$ cat src/logic/converter_defines.vh
`ifndef CONVERTER_DEFINES_VH
`define CONVERTER_DEFINES_VH
// ========================================
// Register map
`define ADDR_STATUS_CONTROL 8'h40
`define ADDR_RESULT_HIGH    8'h41
`define ADDR_RESULT_LOW     8'h42
`define ADDR_CLOCK_SETUP    8'h43
// ========================================
// Status and control fields
`define DONE_BIT            7
`define IRQ_EN_BIT          6
`define CONTINUOUS_BIT      5
`define CHAN_MSB            4
`define CHAN_LSB            0
`define CHAN_OFF            5'h1F
`define STATUS_RESET        8'h1F
`define STATUS_WR_MASK      8'h7F
// ========================================
// Clock setup fields
`define DIV_MSB             7
`define DIV_LSB             5
`define SRC_BIT             4
`define MODE_MSB            3
`define MODE_LSB            2
`define CLOCK_SETUP_RESET   8'h04
`define SRC_BUS             1'h1
`define SETUP_WR_MASK       8'hFC
// ========================================
// Justification modes
`define MODE_TRUNC          2'h0
`define MODE_RIGHT          2'h1
`define MODE_LEFT           2'h2
`define MODE_SIGNED         2'h3
// ========================================
// Divide ratios, as terminal counts
`define DIV_CODE_1          3'h0
`define DIV_CODE_2          3'h1
`define DIV_CODE_4          3'h2
`define DIV_CODE_8          3'h3
`define TERM_1              4'h0
`define TERM_2              4'h1
`define TERM_4              4'h3
`define TERM_8              4'h7
`define TERM_16             4'hF
`endif

$ cat src/logic/result_format.v
`timescale 1ns/1ps
`default_nettype none
`include "converter_defines.vh"
module result_format (
  input  wire [1:0] mode_i,
  input  wire [9:0] code_i,
  output reg  [7:0] high_o,
  output reg  [7:0] low_o
);
  always @* begin
    high_o = 8'h00;
    low_o  = 8'h00;
    case (mode_i)
      `MODE_TRUNC: begin
        low_o = code_i[9:2];
      end
      `MODE_RIGHT: begin
        high_o = {6'h00, code_i[9:8]};
        low_o  = code_i[7:0];
      end
      `MODE_LEFT: begin
        high_o = code_i[9:2];
        low_o  = {code_i[1:0], 6'h00};
      end
      `MODE_SIGNED: begin
        high_o = {~code_i[9], code_i[8:2]};
        low_o  = {code_i[1:0], 6'h00};
      end
      default: begin
        high_o = 8'h00;
      end
    endcase
  end
endmodule
`default_nettype wire

$ cat src/logic/converter_clock_divider.v
`timescale 1ns/1ps
`default_nettype none
`include "converter_defines.vh"
module converter_clock_divider (
  input  wire       sys_clk_i,
  input  wire       rst_b_i,
  input  wire       load_i,
  input  wire       src_i,
  input  wire [2:0] div_i,
  input  wire       xtal_tick_i,
  output reg        tick_o
);
  reg       src;
  reg [3:0] term;
  reg [3:0] count;
  reg [3:0] next_term;
  wire      src_tick;

  always @* begin
    case (div_i)
      `DIV_CODE_1: next_term = `TERM_1;
      `DIV_CODE_2: next_term = `TERM_2;
      `DIV_CODE_4: next_term = `TERM_4;
      `DIV_CODE_8: next_term = `TERM_8;
      default:     next_term = `TERM_16;
    endcase
  end

  assign src_tick = (src == `SRC_BUS) ? 1'b1 : xtal_tick_i;

  // ========================================
  // Setting is taken only at a conversion start, so the tick train never
  // sees a short or stretched period mid-conversion
  always @(posedge sys_clk_i or negedge rst_b_i) begin
    if (!rst_b_i) begin
      src    <= 1'b0;
      term   <= `TERM_1;
      count  <= 4'h0;
      tick_o <= 1'b0;
    end else if (load_i) begin
      src    <= src_i;
      term   <= next_term;
      count  <= 4'h0;
      tick_o <= 1'b0;
    end else if (src_tick) begin
      tick_o <= (count == term);
      count  <= (count == term) ? 4'h0 : count + 4'h1;
    end else begin
      tick_o <= 1'b0;
    end
  end
endmodule
`default_nettype wire

$ cat src/logic/converter_result_control.v
`timescale 1ns/1ps
`default_nettype none
`include "converter_defines.vh"
module converter_result_control #(
  parameter RES_W = 10
) (
  input  wire             sys_clk_i,
  input  wire             rst_b_i,
  input  wire [7:0]       addr_i,
  input  wire [7:0]       wr_data_i,
  input  wire             wr_en_i,
  input  wire             rd_en_i,
  output reg  [7:0]       rd_data_o,
  input  wire             crystal_clock_i,
  input  wire             comparator_i,
  output reg  [RES_W-1:0] trial_code_o,
  output wire [4:0]       channel_o,
  output wire             converter_on_o,
  output wire             converter_clock_tick_o,
  output wire             conversion_irq_o
);
  // Engine states: idle waits for a start, convert walks one bit per tick
  localparam ST_IDLE    = 1'b0;
  localparam ST_CONVERT = 1'b1;

  // ========================================
  // Register map
  // Status and control: done flag (read only), irq enable, continuous
  //   rounds, five-bit channel; the all-ones channel turns the engine off
  // Result high and low: read only, loaded only by a finished conversion
  // Clock setup: divide field, source bit, justification field and two
  //   pad bits that always read zero
  // Unmapped addresses read zero and ignore writes

  // ========================================
  // Software registers
  reg  [7:0]       converter_status_control;
  reg  [7:0]       converter_clock_setup;
  reg  [7:0]       result_high_byte;
  reg  [7:0]       result_low_byte;
  reg              conversion_done_flag;
  reg              irq_pending;
  reg              frozen;

  // ========================================
  // Conversion engine
  reg              state;
  reg  [RES_W-1:0] mask;
  reg  [RES_W-1:0] next_trial;
  reg              done_pulse;
  reg  [RES_W-1:0] final_code;
  reg              start;

  // ========================================
  // Crystal clock synchroniser
  reg  [2:0]       xtal_sync;
  reg              xtal_level;
  wire             xtal_tick;

  wire             wr_status;
  wire             rd_high;
  wire             rd_low;
  wire             result_read;
  wire             irq_enable;
  wire             continuous;
  wire [4:0]       channel;
  wire [1:0]       justification_field;
  wire             tick;
  wire [7:0]       fmt_high;
  wire [7:0]       fmt_low;
  wire             wr_setup;
  wire [7:0]       status_wr_value;
  wire [7:0]       setup_wr_value;
  wire [7:0]       status_rd_value;
  wire [4:0]       wr_channel;
  wire             wr_channel_on;
  wire             done_format;
  wire             result_update;

  // ========================================
  // Address decode
  assign wr_status  = wr_en_i && (addr_i == `ADDR_STATUS_CONTROL);
  assign wr_setup   = wr_en_i && (addr_i == `ADDR_CLOCK_SETUP);
  assign rd_high    = rd_en_i && (addr_i == `ADDR_RESULT_HIGH);
  assign rd_low     = rd_en_i && (addr_i == `ADDR_RESULT_LOW);
  assign result_read = rd_high || rd_low;

  // ========================================
  // Field views of the bus data; the done flag position and the setup pad
  // bits are never stored from a write
  assign status_wr_value = wr_data_i & `STATUS_WR_MASK;
  assign setup_wr_value  = wr_data_i & `SETUP_WR_MASK;
  assign status_rd_value = {conversion_done_flag,
                            converter_status_control[`IRQ_EN_BIT:`CHAN_LSB]};
  assign wr_channel      = wr_data_i[`CHAN_MSB:`CHAN_LSB];
  assign wr_channel_on   = (wr_channel != `CHAN_OFF);

  assign irq_enable = converter_status_control[`IRQ_EN_BIT];
  assign continuous = converter_status_control[`CONTINUOUS_BIT];
  assign channel    = converter_status_control[`CHAN_MSB:`CHAN_LSB];
  assign justification_field = converter_clock_setup[`MODE_MSB:`MODE_LSB];

  // ========================================
  // Outputs; the converter is powered only while a real channel is chosen
  assign channel_o        = channel;
  assign converter_on_o   = (channel != `CHAN_OFF);
  assign conversion_irq_o = irq_pending;
  assign converter_clock_tick_o = tick;

  // ========================================
  // Crystal edge detection; stage 0 feeds only stage 1
  // Stage 0 may go metastable; a level counts only once stages 1 and 2
  // agree, which costs two to three cycles on each crystal edge
  // Each crystal half period must span at least two bus clocks
  always @(posedge sys_clk_i or negedge rst_b_i) begin
    if (!rst_b_i) begin
      xtal_sync  <= 3'h0;
      xtal_level <= 1'b0;
    end else begin
      xtal_sync <= {xtal_sync[1:0], crystal_clock_i};
      if (xtal_sync[1] == xtal_sync[2]) begin
        xtal_level <= xtal_sync[2];
      end
    end
  end

  // One-cycle pulse on each settled rising crystal edge
  assign xtal_tick = (xtal_sync[1] == xtal_sync[2]) && xtal_sync[2] && !xtal_level;

  // ========================================
  // Clock setup register
  // The two pad bits are dropped on write and always read zero
  always @(posedge sys_clk_i or negedge rst_b_i) begin
    if (!rst_b_i) begin
      converter_clock_setup <= `CLOCK_SETUP_RESET;
    end else if (wr_setup) begin
      converter_clock_setup <= setup_wr_value;
    end
  end

  // ========================================
  // Status and control register
  // The done flag position is read only; a one written there is dropped
  always @(posedge sys_clk_i or negedge rst_b_i) begin
    if (!rst_b_i) begin
      converter_status_control <= `STATUS_RESET;
    end else if (wr_status) begin
      converter_status_control <= status_wr_value;
    end
  end

  // ========================================
  // Start request: a control write, or the next round in continuous mode
  // A stop write (channel all ones) leaves the done flag as it was
  // Continuous rounds restart in the cycle the code is handed over; the start
  // reloads the divider, so the tick train begins again from a zero count
  always @* begin
    start = 1'b0;
    if (wr_status) begin
      start = wr_channel_on;
    end else if (done_pulse && continuous && (channel != `CHAN_OFF)) begin
      start = 1'b1;
    end
  end

  // Source and divide reach the divider only at a start, so a setup write
  // during a conversion applies from the next one
  converter_clock_divider u_divider (
    .sys_clk_i   (sys_clk_i),
    .rst_b_i     (rst_b_i),
    .load_i      (start),
    .src_i       (converter_clock_setup[`SRC_BIT]),
    .div_i       (converter_clock_setup[`DIV_MSB:`DIV_LSB]),
    .xtal_tick_i (xtal_tick),
    .tick_o      (tick)
  );

  // ========================================
  // Successive approximation, one bit per converter clock tick
  // The comparator is read on the tick edge, so a trial code must settle
  // through the DAC within one tick; divide 1 on the bus clock leaves it a
  // single cycle
  always @* begin
    next_trial = comparator_i ? trial_code_o : (trial_code_o & ~mask);
  end

  always @(posedge sys_clk_i or negedge rst_b_i) begin
    if (!rst_b_i) begin
      state        <= ST_IDLE;
      mask         <= {RES_W{1'b0}};
      trial_code_o <= {RES_W{1'b0}};
      final_code   <= {RES_W{1'b0}};
      done_pulse   <= 1'b0;
    end else begin
      done_pulse <= 1'b0;
      if (start) begin
        // A write mid-conversion drops the partial code and begins again
        state        <= ST_CONVERT;
        mask         <= {1'b1, {(RES_W-1){1'b0}}};
        trial_code_o <= {1'b1, {(RES_W-1){1'b0}}};
      end else if (wr_status) begin
        state <= ST_IDLE;
      end else begin
        case (state)
          ST_IDLE: begin
            mask <= {RES_W{1'b0}};
          end
          ST_CONVERT: begin
            if (tick) begin
              // The last tick settles bit 0 and hands the code over
              if (mask[0]) begin
                final_code <= next_trial;
                done_pulse <= 1'b1;
                state      <= ST_IDLE;
              end else begin
                mask         <= mask >> 1;
                trial_code_o <= next_trial | (mask >> 1);
              end
            end
          end
          default: begin
            state <= ST_IDLE;
          end
        endcase
      end
    end
  end

  result_format u_format (
    .mode_i (justification_field),
    .code_i (final_code),
    .high_o (fmt_high),
    .low_o  (fmt_low)
  );

  // ========================================
  // Freeze interlock between the two result bytes
  // Both bytes are held while frozen, so a high/low pair comes from one conversion
  // unless one finishes in the cycle of the high read; the price is that results finishing in between are lost
  always @(posedge sys_clk_i or negedge rst_b_i) begin
    if (!rst_b_i) begin
      frozen <= 1'b0;
    end else if (justification_field == `MODE_TRUNC) begin
      // Truncation mode clears any freeze, so low updates never stall
      frozen <= 1'b0;
    end else if (rd_low) begin
      frozen <= 1'b0;
    end else if (rd_high) begin
      frozen <= 1'b1;
    end
  end

  // ========================================
  // Result bytes keep their contents through reset; software must not trust
  // them before the first completed conversion
  assign done_format   = done_pulse;
  assign result_update = done_format && !frozen;

  always @(posedge sys_clk_i) begin
    if (result_update) begin
      result_high_byte <= fmt_high;
      result_low_byte  <= fmt_low;
    end
  end
  // A result finishing while frozen is simply not stored

  // ========================================
  // Completion flag and interrupt request; a new completion beats a clear
  // With the request enabled the flag never sets and reads zero, so a
  // polling loop and an interrupt handler never both claim one completion;
  // a finished conversion that is dropped while frozen still raises them
  always @(posedge sys_clk_i or negedge rst_b_i) begin
    if (!rst_b_i) begin
      conversion_done_flag <= 1'b0;
      irq_pending          <= 1'b0;
    end else begin
      if (done_pulse && !irq_enable) begin
        conversion_done_flag <= 1'b1;
      end else if (result_read || irq_enable) begin
        conversion_done_flag <= 1'b0;
      end
      if (done_pulse && irq_enable) begin
        irq_pending <= 1'b1;
      end else if (result_read || wr_status) begin
        irq_pending <= 1'b0;
      end
    end
  end

  // ========================================
  // Read port: data stand one cycle after the strobe; unmapped reads zero
  // Data drop back to zero after one cycle, so a stale byte is never
  // mistaken for the answer to a later strobe
  always @(posedge sys_clk_i or negedge rst_b_i) begin
    if (!rst_b_i) begin
      rd_data_o <= 8'h00;
    end else if (rd_en_i) begin
      case (addr_i)
        `ADDR_STATUS_CONTROL: begin
          rd_data_o <= status_rd_value;
        end
        `ADDR_RESULT_HIGH: begin
          rd_data_o <= result_high_byte;
        end
        `ADDR_RESULT_LOW: begin
          rd_data_o <= result_low_byte;
        end
        `ADDR_CLOCK_SETUP: begin
          rd_data_o <= converter_clock_setup;
        end
        default: begin
          rd_data_o <= 8'h00;
        end
      endcase
    end else begin
      rd_data_o <= 8'h00;
    end
  end
endmodule
`default_nettype wire

$ cat config.mk
export PLATFORM = sky130hd
export DESIGN_NAME = converter_result_control
export DESIGN_NICKNAME = d
export VERILOG_FILES = /design/src/logic/result_format.v /design/src/logic/converter_clock_divider.v /design/src/logic/converter_result_control.v
export VERILOG_INCLUDE_DIRS = /design/src /design/src/logic
export SDC_FILE = /design/constraint.sdc
export NUM_CORES = 1
export LEC_CHECK = 0
export ABC_AREA = 1
export BUFFER_PORTS_ARGS = -buffer_cell sky130_fd_sc_hd__buf_2
export CAP_MARGIN = 0
export CORE_MARGIN = 2
export CORE_UTILIZATION = 45
export CTS_BUF_LIST = sky130_fd_sc_hd__clkbuf_2
export CTS_CLUSTER_DIAMETER = 200
export CTS_CLUSTER_SIZE = 25
export DETAILED_ROUTE_END_ITERATION = 7
export PLACE_DENSITY_LB_ADDON = 0.1
export SLEW_MARGIN = 20
export SYNTH_ARGS = -nofsm -noshare
export SYNTH_HDL_FRONTEND = slang
export SYNTH_SLANG_ARGS = --single-unit
$ cat constraint.sdc
create_clock -name sys_clk_i -period 2.02 [get_ports sys_clk_i]
set_input_delay 0.303 -clock sys_clk_i [delete_from_list [all_inputs] [get_ports sys_clk_i]]
set_output_delay 0.303 -clock sys_clk_i [all_outputs]
set_load 0.05 [all_outputs]
**Yosys cells after proc, flatten, opt, wreduce, memory -nomap -nowiden**

Cells that the tools add are included.

- Reductions and logical operators: 30
- Add/subtract/negate cells: 1
- Bitwise gates (word level): 7
- Mux-type cells: 41
- Eq/ne operators: 18

Operators with widths:

| kind | number |
|---|---|
| $mux W10 | 10 |
| $pmux W8 S3 | 2 |
| $eq A8 B7 Y1 const B | 4 |
| $pmux W8 S4 | 1 |
| $mux W1 | 22 |
| $pmux W10 S2 | 1 |
| $pmux W4 S4 | 1 |
| $mux W4 | 3 |
| $logic_and A1 B1 Y1 | 11 |
| $and A10 B10 Y10 | 1 |
| $ne A5 B5 Y1 const B | 2 |
| $not A10 Y10 | 1 |
| $or A10 B9 Y10 | 1 |
| $reduce_bool A2 Y1 | 5 |
| $mux W8 | 1 |
| $eq A3 B2 Y1 const B | 2 |
| $reduce_and A5 Y1 | 1 |
| $add A4 B1 Y4 const B | 1 |
| $eq A2 B2 Y1 const B | 2 |
| $eq A4 B4 Y1 | 1 |
| $not A1 Y1 | 4 |
| $reduce_and A4 Y1 | 1 |
| $eq A3 B1 Y1 const B | 1 |
| $logic_not A1 Y1 | 3 |
| other kinds (13) | 15 |

- Input bits: 22
- Logic and storage cells: 117
- Bits in registers: 86

**Logic depth before layout (Yosys ltp)**

- Depth in word-level cells: 9
- Depth in mapped cells: 11
- Mapped depth without buffers: 9

**By module**

Synthesis repeated with hierarchy kept, for this count alone.

- Cells, all modules: 501
- Area total of the unflattened synthesis: 4161.5 um^2

Modules (own cells, without submodules):

| module | instances | cells an instance | sequential area each (um^2) | area each (um^2) |
|---|---|---|---|---|
| converter_result_control | 1 | 386 | 1989.4 | 3424.5 |
| converter_clock_divider | 1 | 66 | 250.2 | 521.8 |
| result_format | 1 | 49 | 0.0 | 215.2 |

**Worst setup path after synthesis**

No wires, ideal clock.

- Kind: register to register
- From: register u_divider.tick_o
- To: register trial_code_o[0]
- Clock period less this slack: 1653 ps
- Arrival time: 1535 ps
- Stages on the path, launching flop included: 7
- Path slack: 367 ps
- Buffers on the path: 1
- Path through: dfrtp_1 > and3_1 > clkbuf_1 > nand3b_1 > nand2_2 > nand2_1 > nand2_1

- Cells in the longest elaborated chain, start to end: 2

RTL lines:

| element | RTL line | text |
|---|---|---|
| start: declaration | converter_clock_divider.v:11 | `output reg tick_o` |
| start signal: assignment | converter_clock_divider.v:46 | `tick_o <= (count == term);` |
| $reduce_bool A2 Y1 (no source line) | n/a |  |
| $reduce_and A4 Y1 (no source line) | n/a |  |
| end signal: assignment | converter_result_control.v:191 | `trial_code_o <= {RES_W{1'b0}};` |
| end signal: assignment | converter_result_control.v:200 | `trial_code_o <= {1'b1, {(RES_W-1){1'b0}}};` |
| end signal: assignment | converter_result_control.v:217 | `trial_code_o <= next_trial \| (mask >> 1);` |
| end: declaration | converter_result_control.v:16 | `output reg [RES_W-1:0] trial_code_o,` |

No other way between the ends.
A chain may end at the register's enable or synchronous reset.

**Final worst setup path**

- From: register converter_status_control[3]
- To: output converter_on_o

- Cells in the longest elaborated chain, start to end: 1

RTL lines:

| element | RTL line | text |
|---|---|---|
| start: declaration | converter_result_control.v:37 | `reg [7:0] converter_status_control;` |
| start signal: assignment | converter_result_control.v:146 | `` converter_status_control <= `STATUS_RESET; `` |
| start signal: assignment | converter_result_control.v:148 | `converter_status_control <= status_wr_value;` |
| $ne A5 B5 Y1 (no source line) | n/a |  |
| end: declaration | converter_result_control.v:18 | `output wire converter_on_o,` |

No other way between the ends.

==> reports/results.ini <==
[status]
status = finished, final reports clean

[floorplan]
die_h_um = 100.7
initial_utilization = 0.4599
pin_count = 48
rows = 35
die_area_um2 = 10140
core_um2 = 9153
die_w_um = 100.7

[final_layout]
drive_above_1_share = 0.1931
diodes = 0
design_area_um2 = 4721
layout.nets = 568
syn_to_final_growth_pct = 12.16

[sta]
rsz0062_at_grt = no
worst_pin_slew_ns = 0.4330
fmax_ghz = 0.5312
period_minus_slack_ns = 1.883
finalSetupTns_ns = 0
fin_skew_ns = 0.04024
slew_viol_final = 0
hold_ws_ns = 0.04747
min_period_over_period = 0.9320
setup_viol = 0
slew_headroom = 0.7105
finalHoldViolCount = 0

[logic_synthesis]
synth_top_family_by_area = simple AND/OR/NAND/NOR gates
yosys_most_used_dff = dfrtp_1
async_reset_ff_frac = 0.8140
syn_area_um2 = 4209
ys_top_cells_by_area = dfrtp_1 38%, nand2_1 12%, edfxtp_1 11%
postSynthAreaPerCell_um2 = 8.590
synth_nets = 514
yosysMostFrequentCell = nand2_1
synth_edf_count = 16
synth_adder_area_share = 0.005945
synth_cells = 490
ys_seq_elements = 86
yosysTopAreaCell = dfrtp_1
synth-compound-area-share = 0.07996
synth_top_area_share = 0.3805
ys_types = 34
synth-xor-area-share = 0.01249
ys_seq_area_frac = 0.5321
synth_simple_gate_area_frac = 0.2839
synth_mux_area_frac = 0
synth_common_cells = 137 x nand2_1, 64 x dfrtp_1, 58 x inv_1
ys_warn_count = 0

[global_routing]
grt.total_usage = 0.1978
grt_first_pass_wirelength_mm = 15.70
grt_max_degree = 71
grt_pass1_vias = 3284
gr-total-overflow = 0
antenna_found_initial = 0

[power_and_ir_drop]
p_clk_frac = 0.176
pwr-share-comb = 0.311
cellLeakagePower_nw = 2.401
ir_drop_mv = 0.7275
power_switching_w = 0.001897
internal_power_w = 0.002666
switching_share = 0.4157
cellPowerDensity_nw_per_um2 = 966.7
pwr-share-seq = 0.513

[cts]
cts_sinks = 86
clk_pin_slew_worst_paths_ns = 0.23
htreeDepth = 3
clk_root_buffer_cell = clkbuf_2
cts_buffers = 9
cts_tree = done
cts_buffer_depth = 2
clkLatencyLatePin_ns = 0.53

[critical_path]
max_stage_delay_ns = 0.62
arrival_ns = 1.58
critPathCaptureType = primary output
slowest_stage = dfstp_2
r2r_setup_slack_ns = 0.28
worstPathMaxFanout = 4
path_class = flop to primary output
cp-start-kind = flop
cp_cell_sequence = nand3_2 > nor2_1 > inv_1 > buf_4
cp.required_ns = 1.72

[place]
io_buffers = 47
dp_hpwl_mm = 6.882
place_area_um2 = 4513
routabilityCongestion = 0.8402

[detailed_routing]
wl_per_cell_um = 14.39
viasPerCell = 5.095
drt-pass1-iter-count = 4
post-route-drc-count = 0
drtIter0Drc = 177
ant_nets = 0
via_count = 3363
drt-total-wl_mm = 9.497

[flow_run]
max-cap-violations = 0

[min_path]
min_path_type = input pin to flop

## repair_timing
item / 4_1_cts / 5_1_grt
hold endpoints to repair: 73 / 0
endpoints found under the setup margin: 0 / 1
hold buffers: 9 / 0
setup buffers: 0 / 1
resized for setup: 0 / 4
## worst paths after layout
path	start	to	cells past startpoint
max	converter_status_control[3]$_DFFE_PN1P_	converter_on_o	4
min	wr_data_i[3]	converter_status_control[3]$_DFFE_PN1P_	3
max reg2reg	converter_status_control[1]$_DFFE_PN1P_	u_divider.count[1]$_DFFE_PN0P_	8
min reg2reg	xtal_sync[0]$_DFF_PN0_	xtal_sync[1]$_DFF_PN0_	0
max in group asynchronous	rst_b_i	converter_clock_setup[2]$_DFFE_PN1P_	3
min in group asynchronous	rst_b_i	rd_data_o[3]$_DFF_PN0_	3
## final cells by class
class / instances / area (um^2)
Clock inverter: 7 / 55.05
Tap cell: 111 / 138.9
Inverter: 60 / 225.2
Sequential cell: 86 / 2240
Multi-Input combinational cell: 323 / 1617
Timing Repair Buffer: 64 / 400.4
Fill cell: 895 / 4432
Clock buffer: 9 / 45.04
## layout by cell type (no fill, tap or decap), drive strengths merged, types with 2 or more instances in the layout
cell | netlist | layout
nand2 | 145 | 145
dfrtp | 64 | 64
inv | 59 | 62
buf | 15 | 55
nand3 | 48 | 48
o21ai | 46 | 46
nor2 | 38 | 38
edfxtp | 16 | 16
nand4 | 13 | 13
clkbuf | 6 | 9
dlygate4sd3 | 0 | 9
a21oi | 8 | 8
xor2 | 6 | 6
dfstp | 6 | 6
nor3 | 6 | 6
o22ai | 5 | 5
clkinv | 1 | 4
nand3b | 2 | 2
ha | 2 | 2
## layer usage
metal,vias up,part of all wire,global-route usage
met4,0,0.022,0.08219
met5,-,0,0
li1,1688,-,-
met1,1568,0.46,0.2732
met2,92,0.46,0.3108
met3,15,0.051,0.03190
## state kept, by name (all words and copies together) (netlist names), 4 cells and up
name / flops
u_divider.count: 4
converter_clock_setup: 6
trial_code_o: 10
result_high_byte: 8
u_divider.term: 4
mask: 10
final_code: 10
converter_status_control: 7
result_low_byte: 8
rd_data_o: 8
## through the flow
step	std cells	setup WS, ns	utilization	total power, W
final	660	0.1374	0.5158	0.004564
after global routing	660	0.02485	0.5158	0.004871
after CTS	659	0.03267	0.5139	0.004600
after detailed placement	634	0.2478	0.4931	0.003781
after global placement	634	0.2653	0.4931	0.003761
after floorplan	490	0.3667	-	0.003402
## critical path: cells and delay by family (launching register included)
family,cells,cell delay (ns)
buffers and inverters,2,0.22
DFF,1,0.62
and+or+nand+nor,2,0.23
## power by group through the flow
stage	clock, W	combinational [W]	sequential [W]
6_report	0.000802	0.00142	0.00234
5_1_grt	0.000906	0.00158	0.00239
4_1_cts	0.000833	0.00143	0.00234
3_5_place_dp	0	0.00141	0.00237
3_3_place_gp	0	0.00140	0.00237
2_1_floorplan	0	0.000730	0.00267
## kinds of logic (layout without fill, tap and decap cells)
kind of cell             count (synthesis)  after routing
AND/OR/NAND/NOR                        253            253
XOR/XNOR                                 6              6
adder cells (fa/ha/maj)                  2              2
buffers and inverters                   81            140
AO/OA/AOI/OAI                           62             62
flip-flops                              86             86
Note: power is estimated with default switching activity, not from simulation.
